## src/core/dubp_pkg.sv

```systemverilog
package dubp_pkg;
  // ---------------------------------------------------------------
  // bus widths and register map
  // ---------------------------------------------------------------
  localparam int unsigned ADDR_W = 3;
  localparam int unsigned DATA_W = 8;
  localparam int unsigned NUM_CHAN = 2;
  localparam int unsigned NUM_REGS = 8;
  localparam logic [2:0] REG_RX_TX = 3'h0;
  localparam logic [2:0] REG_MODEM_CTRL = 3'h4;
  localparam int unsigned MCR_IRQ_EN_BIT = 3;
  localparam logic [7:0] REG_RESET_VAL = 8'h00;
  // status bits that feed the ready pins
  localparam int unsigned ST_TX_READY_BIT = 0;
  localparam int unsigned ST_RX_READY_BIT = 1;
  // host strobe width in clocks
  localparam int unsigned STROBE_NS = 40;
  localparam int unsigned CLK_NS = 8;
  localparam int unsigned STROBE_CYC = (STROBE_NS + CLK_NS - 1) / CLK_NS;

  typedef logic [ADDR_W-1:0] dubp_addr_t;
  typedef logic [DATA_W-1:0] dubp_data_t;
endpackage : dubp_pkg

```

## src/core/dubp_if.sv

```systemverilog
`timescale 1ns/1ps
`default_nettype none
interface dubp_if;
  import dubp_pkg::*;
  dubp_addr_t reg_select;
  dubp_data_t host_data_out;
  logic host_data_oe;
  dubp_data_t dev_data_out;
  logic dev_data_oe;
  logic read_strobe_n;
  logic write_strobe_n;
  logic chan0_select_n;
  logic chan1_select_n;
  logic [NUM_CHAN-1:0] irq_out;
  logic [NUM_CHAN-1:0] irq_oe;
  logic [NUM_CHAN-1:0] user_out2_n;
  logic [NUM_CHAN-1:0] tx_ready_n;
  logic [NUM_CHAN-1:0] rx_ready_n;
  modport device (
    input reg_select, host_data_out, host_data_oe, read_strobe_n,
    input write_strobe_n, chan0_select_n, chan1_select_n,
    output dev_data_out, dev_data_oe, irq_out, irq_oe, user_out2_n,
    output tx_ready_n, rx_ready_n
  );
  modport host (
    output reg_select, host_data_out, host_data_oe, read_strobe_n,
    output write_strobe_n, chan0_select_n, chan1_select_n,
    input dev_data_out, dev_data_oe, irq_out, irq_oe, user_out2_n,
    input tx_ready_n, rx_ready_n
  );
endinterface : dubp_if
`default_nettype wire

```

## src/core/dubp_device.sv

```systemverilog
`timescale 1ns/1ps
`default_nettype none
module dubp_device
  import dubp_pkg::*;
(
  input wire logic clk,
  input wire logic rst_n,
  dubp_if.device bus,
  input wire logic [dubp_pkg::NUM_CHAN-1:0] chan_irq_req,
  input wire logic [dubp_pkg::NUM_CHAN-1:0] chan_tx_space,
  input wire logic [dubp_pkg::NUM_CHAN-1:0] chan_rx_avail,
  input wire dubp_pkg::dubp_data_t chan0_rx_byte,
  input wire dubp_pkg::dubp_data_t chan1_rx_byte,
  output logic [dubp_pkg::NUM_CHAN-1:0] chan_tx_load,
  output logic [dubp_pkg::NUM_CHAN-1:0] chan_rx_take,
  output dubp_pkg::dubp_data_t tx_byte
);
  import dubp_pkg::*;

  // ---------------------------------------------------------------
  // pin synchronisers
  // ---------------------------------------------------------------
  logic [1:0] rd_n_sync_reg;
  logic [1:0] wr_n_sync_reg;
  logic [1:0] cs0_n_sync_reg;
  logic [1:0] cs1_n_sync_reg;
  dubp_addr_t addr_meta_reg;
  dubp_addr_t addr_reg;
  dubp_data_t din_meta_reg;
  dubp_data_t din_reg;
  logic rd_n_prev_reg;
  logic wr_n_prev_reg;

  always_ff @(posedge clk or negedge rst_n)
  begin
    if (!rst_n)
    begin
      rd_n_sync_reg <= 2'h3;
      wr_n_sync_reg <= 2'h3;
      cs0_n_sync_reg <= 2'h3;
      cs1_n_sync_reg <= 2'h3;
      addr_meta_reg <= '0;
      addr_reg <= '0;
      din_meta_reg <= '0;
      din_reg <= '0;
      rd_n_prev_reg <= 1'b1;
      wr_n_prev_reg <= 1'b1;
    end
    else
    begin
      rd_n_sync_reg <= {rd_n_sync_reg[0], bus.read_strobe_n};
      wr_n_sync_reg <= {wr_n_sync_reg[0], bus.write_strobe_n};
      cs0_n_sync_reg <= {cs0_n_sync_reg[0], bus.chan0_select_n};
      cs1_n_sync_reg <= {cs1_n_sync_reg[0], bus.chan1_select_n};
      addr_meta_reg <= bus.reg_select;
      addr_reg <= addr_meta_reg;
      din_meta_reg <= bus.host_data_out;
      din_reg <= din_meta_reg;
      rd_n_prev_reg <= rd_n_sync_reg[1];
      wr_n_prev_reg <= wr_n_sync_reg[1];
    end
  end

  // ---------------------------------------------------------------
  // strobe edge helpers
  // ---------------------------------------------------------------
  function automatic logic fell_n(input logic prev_n, input logic now_n);
    return prev_n & ~now_n;
  endfunction : fell_n

  function automatic logic rose_n(input logic prev_n, input logic now_n);
    return ~prev_n & now_n;
  endfunction : rose_n

  // ---------------------------------------------------------------
  // decode
  // ---------------------------------------------------------------
  wire rd_n_s = rd_n_sync_reg[1];
  wire wr_n_s = wr_n_sync_reg[1];
  wire [NUM_CHAN-1:0] sel = {~cs1_n_sync_reg[1], ~cs0_n_sync_reg[1]};
  wire one_sel = sel[0] ^ sel[1];
  wire rd_fall = fell_n(rd_n_prev_reg, rd_n_s);
  wire rd_rise = rose_n(rd_n_prev_reg, rd_n_s);
  wire wr_fall = fell_n(wr_n_prev_reg, wr_n_s);
  wire wr_rise = rose_n(wr_n_prev_reg, wr_n_s);
  wire rd_start = rd_fall && one_sel;
  wire wr_start = wr_fall && one_sel;

  // ---------------------------------------------------------------
  // per-channel register files
  // ---------------------------------------------------------------
  dubp_data_t regs_reg [NUM_CHAN][NUM_REGS];
  dubp_data_t rdata_reg;
  logic rd_active_reg;
  logic wr_active_reg;
  logic [NUM_CHAN-1:0] wr_chan_reg;
  logic [NUM_CHAN-1:0] rd_chan_reg;
  dubp_addr_t wr_addr_reg;
  dubp_addr_t rd_addr_reg;

  function automatic dubp_data_t fetch(input dubp_data_t stored,
                                       input dubp_addr_t a,
                                       input dubp_data_t rxb);
    dubp_data_t v;
    v = stored;
    if (a == REG_RX_TX)
      v = rxb;
    return v;
  endfunction : fetch

  // stored byte is an operand here so the fetch follows every write except to REG_RX_TX, which reads the rx byte
  wire dubp_data_t rd_fetch = sel[1]
    ? fetch(regs_reg[1][addr_reg], addr_reg, chan1_rx_byte)
    : fetch(regs_reg[0][addr_reg], addr_reg, chan0_rx_byte);
  wire wr_to_data = wr_active_reg && wr_addr_reg == REG_RX_TX;

  always_ff @(posedge clk or negedge rst_n)
  begin
    if (!rst_n)
    begin
      for (int c = 0; c < NUM_CHAN; c++)
        for (int r = 0; r < NUM_REGS; r++)
          regs_reg[c][r] <= REG_RESET_VAL;
      rdata_reg <= '0;
      rd_active_reg <= 1'b0;
      wr_active_reg <= 1'b0;
      wr_chan_reg <= '0;
      rd_chan_reg <= '0;
      wr_addr_reg <= '0;
      rd_addr_reg <= '0;
      tx_byte <= '0;
    end
    else
    begin
      if (rd_start)
      begin
        rdata_reg <= rd_fetch;
        rd_active_reg <= 1'b1;
        rd_chan_reg <= sel;
        rd_addr_reg <= addr_reg;
      end
      else if (rd_n_s || !one_sel)
        rd_active_reg <= 1'b0;
      if (wr_start)
      begin
        wr_active_reg <= 1'b1;
        wr_chan_reg <= sel;
        wr_addr_reg <= addr_reg;
      end
      else if (wr_rise)
      begin
        wr_active_reg <= 1'b0;
        for (int c = 0; c < NUM_CHAN; c++)
          if (wr_active_reg && wr_chan_reg[c])
            regs_reg[c][wr_addr_reg] <= din_reg;
        if (wr_to_data)
          tx_byte <= din_reg;
      end
    end
  end

  // ---------------------------------------------------------------
  // channel side strobes
  // ---------------------------------------------------------------
  wire wr_done = wr_rise && wr_to_data;
  wire rd_done = rd_rise && rd_active_reg && rd_addr_reg == REG_RX_TX;
  assign chan_tx_load = wr_done ? wr_chan_reg : '0;
  assign chan_rx_take = rd_done ? rd_chan_reg : '0;

  // ---------------------------------------------------------------
  // outputs
  // ---------------------------------------------------------------
  assign bus.dev_data_out = rdata_reg;
  assign bus.dev_data_oe = rd_active_reg & ~rd_n_s & one_sel;


  // ---------------------------------------------------------------
  // interrupt mode and status pins
  // ---------------------------------------------------------------
  wire [NUM_CHAN-1:0] irq_en;

  genvar g;
  generate
    for (g = 0; g < NUM_CHAN; g++)
    begin : g_chan
      assign irq_en[g] = regs_reg[g][REG_MODEM_CTRL][MCR_IRQ_EN_BIT];
    end
  endgenerate

  assign bus.irq_out = chan_irq_req;
  assign bus.irq_oe = irq_en;
  assign bus.user_out2_n = ~irq_en;
  assign bus.tx_ready_n = ~chan_tx_space;
  assign bus.rx_ready_n = ~chan_rx_avail;
endmodule : dubp_device
`default_nettype wire

```

## src/flat_wrapper.sv

```systemverilog
// flat-port wrapper written by rule: the top's interface ports become plain ports
module dubp_device_flat import dubp_pkg::*;
  (clk, rst_n, chan_irq_req, chan_tx_space, chan_rx_avail, chan0_rx_byte, chan1_rx_byte, chan_tx_load, chan_rx_take, tx_byte, bus_reg_select, bus_host_data_out, bus_host_data_oe, bus_read_strobe_n, bus_write_strobe_n, bus_chan0_select_n, bus_chan1_select_n, bus_dev_data_out, bus_dev_data_oe, bus_irq_out, bus_irq_oe, bus_user_out2_n, bus_tx_ready_n, bus_rx_ready_n);
  dubp_if bus_i ();
  input wire logic clk;
  input wire logic rst_n;
  input wire logic [dubp_pkg::NUM_CHAN-1:0] chan_irq_req;
  input wire logic [dubp_pkg::NUM_CHAN-1:0] chan_tx_space;
  input wire logic [dubp_pkg::NUM_CHAN-1:0] chan_rx_avail;
  input wire dubp_pkg::dubp_data_t chan0_rx_byte;
  input wire dubp_pkg::dubp_data_t chan1_rx_byte;
  output logic [dubp_pkg::NUM_CHAN-1:0] chan_tx_load;
  output logic [dubp_pkg::NUM_CHAN-1:0] chan_rx_take;
  output dubp_pkg::dubp_data_t tx_byte;
  input wire logic [$bits(bus_i.reg_select)-1:0] bus_reg_select;
  input wire logic [$bits(bus_i.host_data_out)-1:0] bus_host_data_out;
  input wire logic [$bits(bus_i.host_data_oe)-1:0] bus_host_data_oe;
  input wire logic [$bits(bus_i.read_strobe_n)-1:0] bus_read_strobe_n;
  input wire logic [$bits(bus_i.write_strobe_n)-1:0] bus_write_strobe_n;
  input wire logic [$bits(bus_i.chan0_select_n)-1:0] bus_chan0_select_n;
  input wire logic [$bits(bus_i.chan1_select_n)-1:0] bus_chan1_select_n;
  output wire logic [$bits(bus_i.dev_data_out)-1:0] bus_dev_data_out;
  output wire logic [$bits(bus_i.dev_data_oe)-1:0] bus_dev_data_oe;
  output wire logic [$bits(bus_i.irq_out)-1:0] bus_irq_out;
  output wire logic [$bits(bus_i.irq_oe)-1:0] bus_irq_oe;
  output wire logic [$bits(bus_i.user_out2_n)-1:0] bus_user_out2_n;
  output wire logic [$bits(bus_i.tx_ready_n)-1:0] bus_tx_ready_n;
  output wire logic [$bits(bus_i.rx_ready_n)-1:0] bus_rx_ready_n;
  assign bus_i.reg_select = bus_reg_select;
  assign bus_i.host_data_out = bus_host_data_out;
  assign bus_i.host_data_oe = bus_host_data_oe;
  assign bus_i.read_strobe_n = bus_read_strobe_n;
  assign bus_i.write_strobe_n = bus_write_strobe_n;
  assign bus_i.chan0_select_n = bus_chan0_select_n;
  assign bus_i.chan1_select_n = bus_chan1_select_n;
  assign bus_dev_data_out = bus_i.dev_data_out;
  assign bus_dev_data_oe = bus_i.dev_data_oe;
  assign bus_irq_out = bus_i.irq_out;
  assign bus_irq_oe = bus_i.irq_oe;
  assign bus_user_out2_n = bus_i.user_out2_n;
  assign bus_tx_ready_n = bus_i.tx_ready_n;
  assign bus_rx_ready_n = bus_i.rx_ready_n;
  dubp_device u_core (.clk(clk), .rst_n(rst_n), .bus(bus_i), .chan_irq_req(chan_irq_req), .chan_tx_space(chan_tx_space), .chan_rx_avail(chan_rx_avail), .chan0_rx_byte(chan0_rx_byte), .chan1_rx_byte(chan1_rx_byte), .chan_tx_load(chan_tx_load), .chan_rx_take(chan_rx_take), .tx_byte(tx_byte));
endmodule
```

## config.mk

```make
export PLATFORM = sky130hd
export DESIGN_NAME = dubp_device_flat
export DESIGN_NICKNAME = d
export VERILOG_FILES = /design/src/core/dubp_pkg.sv /design/src/core/dubp_if.sv /design/src/core/dubp_device.sv /design/src/flat_wrapper.sv
export SDC_FILE = /design/constraint.sdc
export NUM_CORES = 1
export LEC_CHECK = 0
export BUFFER_PORTS_ARGS = -buffer_cell sky130_fd_sc_hd__buf_2
export CAP_MARGIN = 20
export CORE_ASPECT_RATIO = 0.9
export CORE_UTILIZATION = 65
export CTS_BUF_LIST = sky130_fd_sc_hd__clkbuf_8
export DETAILED_ROUTE_END_ITERATION = 12
export PLACE_DENSITY = 0.95
export SLEW_MARGIN = 20
export SYNTH_ARGS = -nofsm -noshare
export SYNTH_HDL_FRONTEND = slang
export SYNTH_SLANG_ARGS = --single-unit
```

## constraint.sdc

```tcl
create_clock -name clk -period 4.8 [get_ports clk]
set_input_delay 0.24 -clock clk [delete_from_list [all_inputs] [get_ports clk]]
set_output_delay 0.24 -clock clk [all_outputs]
set_load 0.01 [all_outputs]
```

==> results of run 1 <==
metal layers:
layer / GRT usage / share of wire / vias to the layer above
met1: 0.366 / 0.42 / 2242
met2: 0.469 / 0.50 / 177
met4: 0.117 / 0.021 / 0
li1: - / - / 1872
met3: 0.0676 / 0.065 / 27
met5: 0 / 0 / -
final cells by class:
type | instances | area, um^2 | area share
flip-flops and latches | 172 | 4320 | 0.521
repair buffers | 86 | 532 | 0.0641
clock buffers | 18 | 248 | 0.0299
clock inverters | 14 | 131 | 0.0158
multi-input cells | 265 | 2840 | 0.343
well taps | 152 | 190 | 0.0229
inverters | 9 | 33.8 | 0.00407
stage by stage:
step	hold slack [ns]	cell area, um^2	utilization	total power, W	setup slack (ns)
2_1_floorplan	-0.0556	7400	-	0.00230	3.19
3_3_place_gp	0.333	7750	0.708	0.00244	2.71
3_5_place_dp	0.335	7750	0.708	0.00250	2.73
4_1_cts	0.290	8290	0.757	0.00348	2.48
5_1_grt	0.295	8290	0.758	0.00362	2.43
6_report	0.303	8290	0.758	0.00347	2.49
critical path, stage by stage (launching register included):
cell      delay [ns]
dfstp_2         0.58
and4bb_2        0.30
and2_1          0.44
nand2_2         0.09
inv_1           0.07
buf_2           0.12
layout by cell type (no fill, tap or decap), drive strengths merged, types with 7 or more instances in the layout:
master       instances
mux2i               16
dfrtp              162
inv                 12
mux4                31
buf                 69
nand2               45
dlygate4sd3         16
a2bb2oi              7
o21ai               11
clkbuf              19
mux2               119
dfstp               10
power groups by stage:
stage	Combinational (W)	Sequential, W	Clock (W)
2_1_floorplan	0.000431	0.00187	0
3_3_place_gp	0.000559	0.00188	0
3_5_place_dp	0.000586	0.00192	0
4_1_cts	0.000607	0.00189	0.000980
5_1_grt	0.000654	0.00193	0.00104
6_report	0.000602	0.00190	0.000968
worst paths after layout:
check,cells past startpoint,start,slack [ns],endpoint
hold reg to reg,0,u_core.addr_meta_reg[0],0.35,u_core.addr_reg[0]
setup / recovery,5,u_core.wr_n_sync_reg[1],2.49,chan_tx_load[0]
setup reg to reg,5,u_core.addr_reg[1],2.72,u_core.bus.dev_data_out[3]
hold / removal,4,chan0_rx_byte[7],0.30,u_core.bus.dev_data_out[7]
min in group asynchronous,2,rst_n,0.46,u_core.rd_chan_reg[1]
max in group asynchronous,3,rst_n,3.14,u_core.regs_reg[30]
kinds of logic (layout without fill, tap and decap cells):
family,after synthesis,in the layout,share of synthesized area
flops,172,172,0.583
simple gates,76,76,0.0566
mux,166,166,0.307
buf+inv,40,127,0.0326
compound gates,22,22,0.0196
xor+xnor,1,1,0.00118
what timing repair did:
action                                 4_1_cts  5_1_grt
hold buffers                                16        0
gates resized for setup                      0        0
endpoints found under the hold margin       24        0
==> impl_metrics.csv, run 1 <==
group,metric,value,unit
timing,min_period,2.31,ns
cells_and_area,drive_gt1_frac,0.459,
cells_and_area,fill_cells,659,
synth,ys_async_sr_fraction,1.00,
synth,synth_area_leaders,"dfrtp_1, mux2_2, mux4_1",
worst_setup_path,start_kind,"flop",
power,peakVddDrop,0.000259,V
global_routing,grt_max_degree,126,
outcome,status,"completed",
synth,synthCells,477,
synth,synth.top_cell.area_share,0.548,
worst_setup_path,worstPathArrival,2.07,ns
clocking,cts_root_buf,"clkbuf_8",
synth,synth_nets,517,
placed_design,io_buffers,65,
power,power_frac_comb,0.173,
cells_and_area,fin_cells,716,
floorplan,dieHeight,103,um
detailed_routing,drt_iter0_markers,292,
timing,rsz0062_at_grt,"false",
floorplan,ioPinCount,71,
detailed_routing,drtPass1Iterations,4,
clocking,cts_tree,"yes",
timing,slew_viol_final,0,
cells_and_area,final_nets,591,
clocking,cts.clk_slew.worst_paths,0.08,ns
timing,fin_worst_skew,0.00923,ns
detailed_routing,drt-total-wl,15200,um
clocking,cts_max_path_buffers,2,
global_routing,grt_pass1_wl,23900,um
detailed_routing,wl_per_cell,21.2,um
power,p_clk_frac,0.279,
global_routing,overflow,0,
power,power.share.switching,0.268,
global_routing,grt_pass1_vias,4477,
timing,maxSlewHeadroom,0.367,
placed_design,gp_congestion,0.797,
clocking,clock_sinks,172,
worst_setup_path,path_class,"flop to primary output",
detailed_routing,postRouteAntennaNets,0,
power,power_density,418,nW/um^2
clocking,cts.htree.levels,4,
detailed_routing,vias_per_cell,6.03,
global_routing,antenna_found_initial,0,
global_routing,grt_usage,0.283,
cells_and_area,largest_reg_flops,110,
job,cap_violations,0,
clocking,postCtsSetupRepairBufs,0,
synth,synthTopCellsByCount,"dfrtp_1, mux2_2, nand2_1, mux4_1, mux2i_1",
worst_setup_path,cp-end-kind,"primary output",
timing,tightest_slew,0.949,ns
power,power_frac_seq,0.547,
synth,ys.flop_type,"dfrtp_1",
synth,syn-cell-area,7400,um^2
cells_and_area,diodes,0,
synth,yosys.area.top_type,"dfrtp_1",
synth,synth_edf_count,0,
synth,ys_warn_count,0,
detailed_routing,num_vias,4318,
floorplan,die_w,114,um
synth,avgSynthCellArea,15.5,um^2
placed_design,hpwl,9550,um
power,p_sw,0.000928,W
synth,yosysUniqueCellTypes,38,
timing,final_hold_viol_count,0,
worst_setup_path,cp_max_fo,10,
cells_and_area,syn_to_final_growth,12.1,%
detailed_routing,route.detailed.drc,0,
timing,fin_tns_setup,0,ns
synth,ys_seq_area_frac,0.583,
clocking,clk_latency,0.46,ns
clocking,cts_buffers,17,
floorplan,dieArea,11800,um^2
power,p_leak,4.18,nW
power,intPower,0.00254,W
min_path,min_path_type,"primary input to flop",
synth,ys_ff_latch,172,
timing,max_freq,433,MHz
worst_setup_path,required,4.56,ns
floorplan,row_count,36,
timing,timing.final.crit_share,0.481,
floorplan,start_util,0.676,
synth,yosysMostFrequentCell,"dfrtp_1",
floorplan,core,10900,um^2
timing,setup_violations,0,
placed_design,place_inst,668,
(Power assumes the default switching activity.)
==> inputs of run 2 (changes only) <==
--- a/config.mk
+++ b/config.mk
@@ -8,10 +8,10 @@
 export BUFFER_PORTS_ARGS = -buffer_cell sky130_fd_sc_hd__buf_2
 export CAP_MARGIN = 20
 export CORE_ASPECT_RATIO = 0.9
-export CORE_UTILIZATION = 65
+export CORE_UTILIZATION = 55
 export CTS_BUF_LIST = sky130_fd_sc_hd__clkbuf_8
 export DETAILED_ROUTE_END_ITERATION = 12
-export PLACE_DENSITY = 0.95
+export PLACE_DENSITY = 0.87
 export SLEW_MARGIN = 20
 export SYNTH_ARGS = -nofsm -noshare
 export SYNTH_HDL_FRONTEND = slang
==> constraint.sdc (replaced) <==
create_clock -name clk -period 1.85 [get_ports clk]
set_input_delay 0.0925 -clock clk [delete_from_list [all_inputs] [get_ports clk]]
set_output_delay 0.0925 -clock clk [all_outputs]
set_load 0.01 [all_outputs]
==> run 2 against run 1 <==
Net effect: worst hold slack worse by 0.15 ns; clock skew increased by 0.0014 ns; largest power group unchanged; design area grew 4.1%; global-route usage decreased by 5.0 points; count of clock-buffer cells in the layout rose by 1; utilization is 8.8 points lower; sequential power increased to 2.6 times the previous value; clock power grew to 2.9 times the previous value.
==> impl_metrics.csv, run 2 (same netlist as run 1, synthesis figures left out) <==
group,metric,value,unit
timing,setup_violations,0,
cells_and_area,drive_gt1_frac,0.490,
power,p_leak,4.32,nW
worst_setup_path,timing.rr.start,"u_core.wr_n_prev_reg",
worst_setup_path,cp_max_fo,8,
detailed_routing,num_vias,4317,
timing,tightest_slew,0.554,ns
detailed_routing,vias_per_cell,5.77,
cells_and_area,largest_reg_flops,110,
power,finalPower,0.00937,W
clocking,cts.htree.levels,4,
timing,final_hold_viol_count,0,
power,peakVddDrop,0.000682,V
worst_setup_path,cp-startpoint,"u_core.wr_n_prev_reg",
cells_and_area,diodes,0,
worst_setup_path,cpLargestDelayFamily,"simple AND/OR/NAND/NOR gates",
timing,fin_worst_skew,0.0106,ns
global_routing,overflow,0,
outcome,status,"completed",
worst_setup_path,endpoint,"u_core.regs_reg[31]",
timing,slew_viol_final,0,
clocking,clock_sinks,172,
worst_setup_path,r2r_setup_slack,0.02,ns
timing,rsz0062_at_grt,"true",
cells_and_area,fin_util,0.670,
worst_setup_path,critPathSlowestCell,"dfstp_2",
power,power_density,1090,nW/um^2
global_routing,grt_max_degree,53,
floorplan,core,12900,um^2
detailed_routing,drt-total-wl,15100,um
floorplan,row_count,39,
detailed_routing,wl_per_cell,20.1,um
cells_and_area,seq_area,4320,um^2
worst_setup_path,path_buf_inv,0,
worst_setup_path,cp-end-kind,"flop",
worst_setup_path,cp_num_cells,4,
placed_design,detailed_place.area,7900,um^2
floorplan,dieHeight,112,um
detailed_routing,top_layer,"met4",
cells_and_area,multi_input_area,2870,um^2
job,cap_violations,0,
worst_setup_path,required,2.19,ns
cells_and_area,syn_to_final_growth,16.6,%
cells_and_area,mostFrequentLayoutCells,"dfrtp_1, mux2_2, buf_2",
floorplan,start_util,0.574,
timing,timing.final.crit_share,0.988,
clocking,cts_max_path_buffers,2,
timing,maxSlewHeadroom,0.631,
worst_setup_path,start_kind,"flop",
global_routing,antenna_found_initial,0,
worst_setup_path,max_stage_delay,0.56,ns
detailed_routing,met1_length,6600,um
clocking,cts.clk_slew.worst_paths,0.08,ns
worst_setup_path,r2r_end,"u_core.regs_reg[31]",
worst_setup_path,path_class,"flop to flop",
floorplan,die_w,124,um
placed_design,hpwl,10200,um
global_routing,grt_pass1_wl,24300,um
floorplan,dieArea,13900,um^2
detailed_routing,drt_iter0_markers,286,
cells_and_area,final_nets,612,
detailed_routing,wl_met3,668,um
floorplan,ioPinCount,71,
clocking,cts_buffers,17,
detailed_routing,drtPass1Iterations,5,
cells_and_area,design_area,8630,um^2
detailed_routing,wl_met2,7550,um
timing,min_period,1.83,ns
cells_and_area,mostFrequentLayoutCell,"dfrtp_1",
cells_and_area,fill_cells,881,
worst_setup_path,worstPathArrival,2.17,ns
worst_setup_path,crit_chain,"and4bb_2 -> and2_1 -> nand2_2 -> mux2_2",
timing,max_freq,547,MHz
placed_design,gp_congestion,0.824,
clocking,cts_root_buf,"clkbuf_8",
min_path,min_path_type,"primary input to async pin",
detailed_routing,postRouteAntennaNets,0,
detailed_routing,route.detailed.drc,0,
clocking,cts_tree,"yes",
placed_design,io_buffers,65,
worst_setup_path,reg2reg_depth,4,
global_routing,grt_pass1_vias,4492,
global_routing,grt_usage,0.233,
clocking,clk_latency,0.46,ns
## run 2: changes by cell type in the layout (fill, tap and decap cells not counted), sizes merged
cell | previous run | this run
clkinvlp | 3 | 2
inv | 12 | 13
buf | 69 | 91
bufinv | 2 | 4
clkinv | 6 | 2
## run 2: area by class of cell
| class | instances | share of cell area |
|---|---|---|
| sequential | 172 | 0.500 |
| inverter | 9 | 0.00391 |
| timing repair buffer | 107 | 0.0892 |
| tap | 164 | 0.0238 |
| clock inverter | 12 | 0.0200 |
| clock buffer | 19 | 0.0303 |
| multi-input combinational | 265 | 0.333 |
## run 2: stage by stage
stage	instances	hold WS (ns)	worst slack, ns	TNS (ns)
2_1_floorplan	477	-0.203	0.241	0
3_3_place_gp	690	0.0679	0.0671	0
3_5_place_dp	690	0.0744	0.0112	0
4_1_cts	738	0.138	0.00631	0
5_1_grt	748	0.171	-0.0364	-0.243
6_report	748	0.153	0.0216	0
## run 2: what timing repair did
action	in CTS	in global routing
gates resized for setup	1	12
hold buffers	16	0
pin swaps	0	0
endpoints found under the setup margin	2	26
hold endpoints to repair	69	0
setup buffers	1	10
## run 2: power by group
part / internal (W) / switching [W] / total (W)
clock network: 0.00153 / 0.00130 / 0.00283
logic: 0.000968 / 0.000649 / 0.00162
registers: 0.00447 / 0.000451 / 0.00492
total: 0.00697 / 0.00240 / 0.00937
## run 2: worst min path at each step
stage          startpoint                      end  slack, ns  depth (start not counted)
3_5_place_dp        rst_n    u_core.rd_chan_reg[1]       0.07                          1
4_1_cts             rst_n    u_core.rd_addr_reg[0]       0.14                          2
3_3_place_gp        rst_n     u_core.rd_active_reg       0.07                          1
2_1_floorplan       rst_n  u_core.addr_meta_reg[0]      -0.20                          0
5_1_grt             rst_n    u_core.rd_addr_reg[0]       0.17                          2
6_report            rst_n    u_core.rd_addr_reg[0]       0.15                          2
## run 2: worst reg2reg max path, stage by stage, from the launching register on
cell,delay [ns]
dfstp_2,0.56
and4bb_2,0.25
and2_1,0.24
nand2_2,0.27
mux2_2,0.39
## run 2: layer usage
layer  GRT usage  up-vias
li1            -     1905
met1       0.318     2267
met2       0.372      121
met3      0.0543       24
met4      0.0787        0
met5           0        -
==> inputs of run 3 (changes only) <==
--- a/config.mk
+++ b/config.mk
@@ -11,7 +11,7 @@
 export CORE_UTILIZATION = 55
 export CTS_BUF_LIST = sky130_fd_sc_hd__clkbuf_8
 export DETAILED_ROUTE_END_ITERATION = 12
-export PLACE_DENSITY = 0.87
+export PLACE_DENSITY = 0.75
 export SLEW_MARGIN = 20
 export SYNTH_ARGS = -nofsm -noshare
 export SYNTH_HDL_FRONTEND = slang
==> run 3 against run 2 <==
Net effect: wire length decreased by 0.52%; count of clock-buffer cells in the layout is 2 higher; critical path depth unchanged; critical endpoint is now u_core.regs_reg[103]; highest routed layer unchanged.
==> impl_metrics.csv, run 3 (same netlist as run 1, synthesis figures left out) <==
group,metric,value,unit
outcome,status,"completed",
detailed_routing,wl_per_cell,20.2,um
global_routing,grt_usage,0.231,
global_routing,grt_max_degree,59,
global_routing,antenna_found_initial,0,
clocking,cts_root_buf,"clkbuf_8",
timing,timing.final.crit_share,0.990,
cells_and_area,final_nets,607,
timing,final_hold_viol_count,0,
placed_design,gp_congestion,0.769,
cells_and_area,drive_gt1_frac,0.480,
clocking,postCtsSetupRepairBufs,0,
timing,maxSlewHeadroom,0.631,
power,peakVddDrop,0.000631,V
cells_and_area,fin_util,0.660,
clocking,cts_buffers,17,
clocking,cts_max_path_buffers,2,
worst_setup_path,required,2.19,ns
detailed_routing,num_vias,4222,
power,p_leak,4.28,nW
power,power_density,1070,nW/um^2
floorplan,ioPinCount,71,
cells_and_area,mostFrequentLayoutCells,"dfrtp_1, mux2_2, buf_2",
placed_design,hpwl,10100,um
clocking,cts.clk_slew.worst_paths,0.08,ns
cells_and_area,syn_to_final_growth,15.0,%
timing,setup_violations,0,
timing,slew_viol_final,0,
detailed_routing,drt_iter0_markers,227,
worst_setup_path,cp_max_fo,8,
job,cap_violations,0,
placed_design,io_buffers,65,
floorplan,start_util,0.574,
min_path,min_path_type,"primary input to async pin",
global_routing,grt_pass1_wl,23800,um
worst_setup_path,worstPathArrival,2.17,ns
floorplan,row_count,39,
floorplan,core,12900,um^2
floorplan,dieArea,13900,um^2
timing,min_period,1.83,ns
clocking,clock_sinks,172,
cells_and_area,largest_reg_flops,110,
timing,tightest_slew,0.553,ns
timing,fin_worst_skew,0.0118,ns
cells_and_area,fill_cells,938,
clocking,cts.htree.levels,4,
worst_setup_path,path_class,"flop to flop",
global_routing,grt_pass1_vias,4356,
detailed_routing,drtPass1Iterations,4,
clocking,cts_tree,"yes",
worst_setup_path,cp-end-kind,"flop",
cells_and_area,diodes,0,
clocking,clk_latency,0.47,ns
detailed_routing,route.detailed.drc,0,
floorplan,dieHeight,112,um
detailed_routing,postRouteAntennaNets,0,
worst_setup_path,start_kind,"flop",
global_routing,overflow,0,
detailed_routing,vias_per_cell,5.68,
floorplan,die_w,124,um
timing,max_freq,546,MHz
timing,whs,0.105,ns
cells_and_area,mostFrequentLayoutCell,"dfrtp_1",
timing,rsz0062_at_grt,"true",
detailed_routing,drt-total-wl,15000,um
==> run 3: cell types whose count changed in the layout (fill, tap and decap cells not counted), sizes merged <==
cell      change
bufinv        -2
clkinv        +4
clkinvlp      -2
clkbuf        +2
buf           -5
inv           -2
==> run 3: layer usage <==
layer  routed length [um]  share of wire  global-route usage
met5                    0              0                   0
met3                  721          0.048              0.0453
met1                 6900           0.46               0.322
met4                  252          0.017              0.0924
met2                 7100           0.47               0.362
==> run 3: repair_timing <==
| item | CTS | global route |
|---|---|---|
| hold endpoints to repair | 177 | 0 |
| setup endpoints to repair | 2 | 13 |
| hold buffers | 16 | 0 |
| pin swaps | 0 | 0 |
| gates resized for setup | 1 | 6 |
==> run 3: area by class of cell <==
class / count / area [um^2] / area share
flip-flops and latches: 172 / 4320 / 0.508
multi-input cells: 265 / 2860 / 0.336
repair buffers: 102 / 703 / 0.0827
clock buffers: 21 / 289 / 0.0340
well taps: 164 / 205 / 0.0241
clock inverters: 10 / 97.6 / 0.0115
inverters: 9 / 33.8 / 0.00397
==> run 3: metrics by stage <==
stage | cell area, um^2 | TNS [ns] | worst slack (ns) | instances | total power (W)
floorplan | 7400 | 0 | 0.241 | 477 | 0.00596
global placement | 7940 | 0 | 0.0614 | 696 | 0.00643
CTS | 8490 | 0 | 0.00678 | 743 | 0.00914
detailed placement | 7940 | 0 | 0.0453 | 696 | 0.00655
finish | 8510 | 0 | 0.0188 | 743 | 0.00909
global route | 8510 | -0.156 | -0.0210 | 743 | 0.00952
==> run 3: critical path, stage by stage, from the launching register on <==
cell	delay, ns
dfstp_2	0.56
and3b_1	0.19
and3_1	0.28
nand2_2	0.30
mux2_2	0.38
==> run 3: worst paths after layout <==
check                                       start                         end  slack (ns)  cells after the start
setup / recovery             u_core.wr_n_prev_reg        u_core.regs_reg[103]        0.02                      4
hold / removal                              rst_n       u_core.rd_addr_reg[2]        0.10                      2
setup reg to reg             u_core.wr_n_prev_reg        u_core.regs_reg[103]        0.02                      4
hold reg to reg            u_core.din_meta_reg[7]           u_core.din_reg[7]        0.34                      0
max in group asynchronous                   rst_n     u_core.wr_n_sync_reg[0]        1.06                      3
min in group clk                 chan0_rx_byte[7]  u_core.bus.dev_data_out[7]        0.17                      4
==> run 3: where the power goes <==
part           internal [W]  leakage, nW  switching (W)  total [W]
registers           0.00447         2.24       0.000422    0.00490
logic              0.000968         1.83       0.000651    0.00162
clock network       0.00131        0.213        0.00126    0.00257
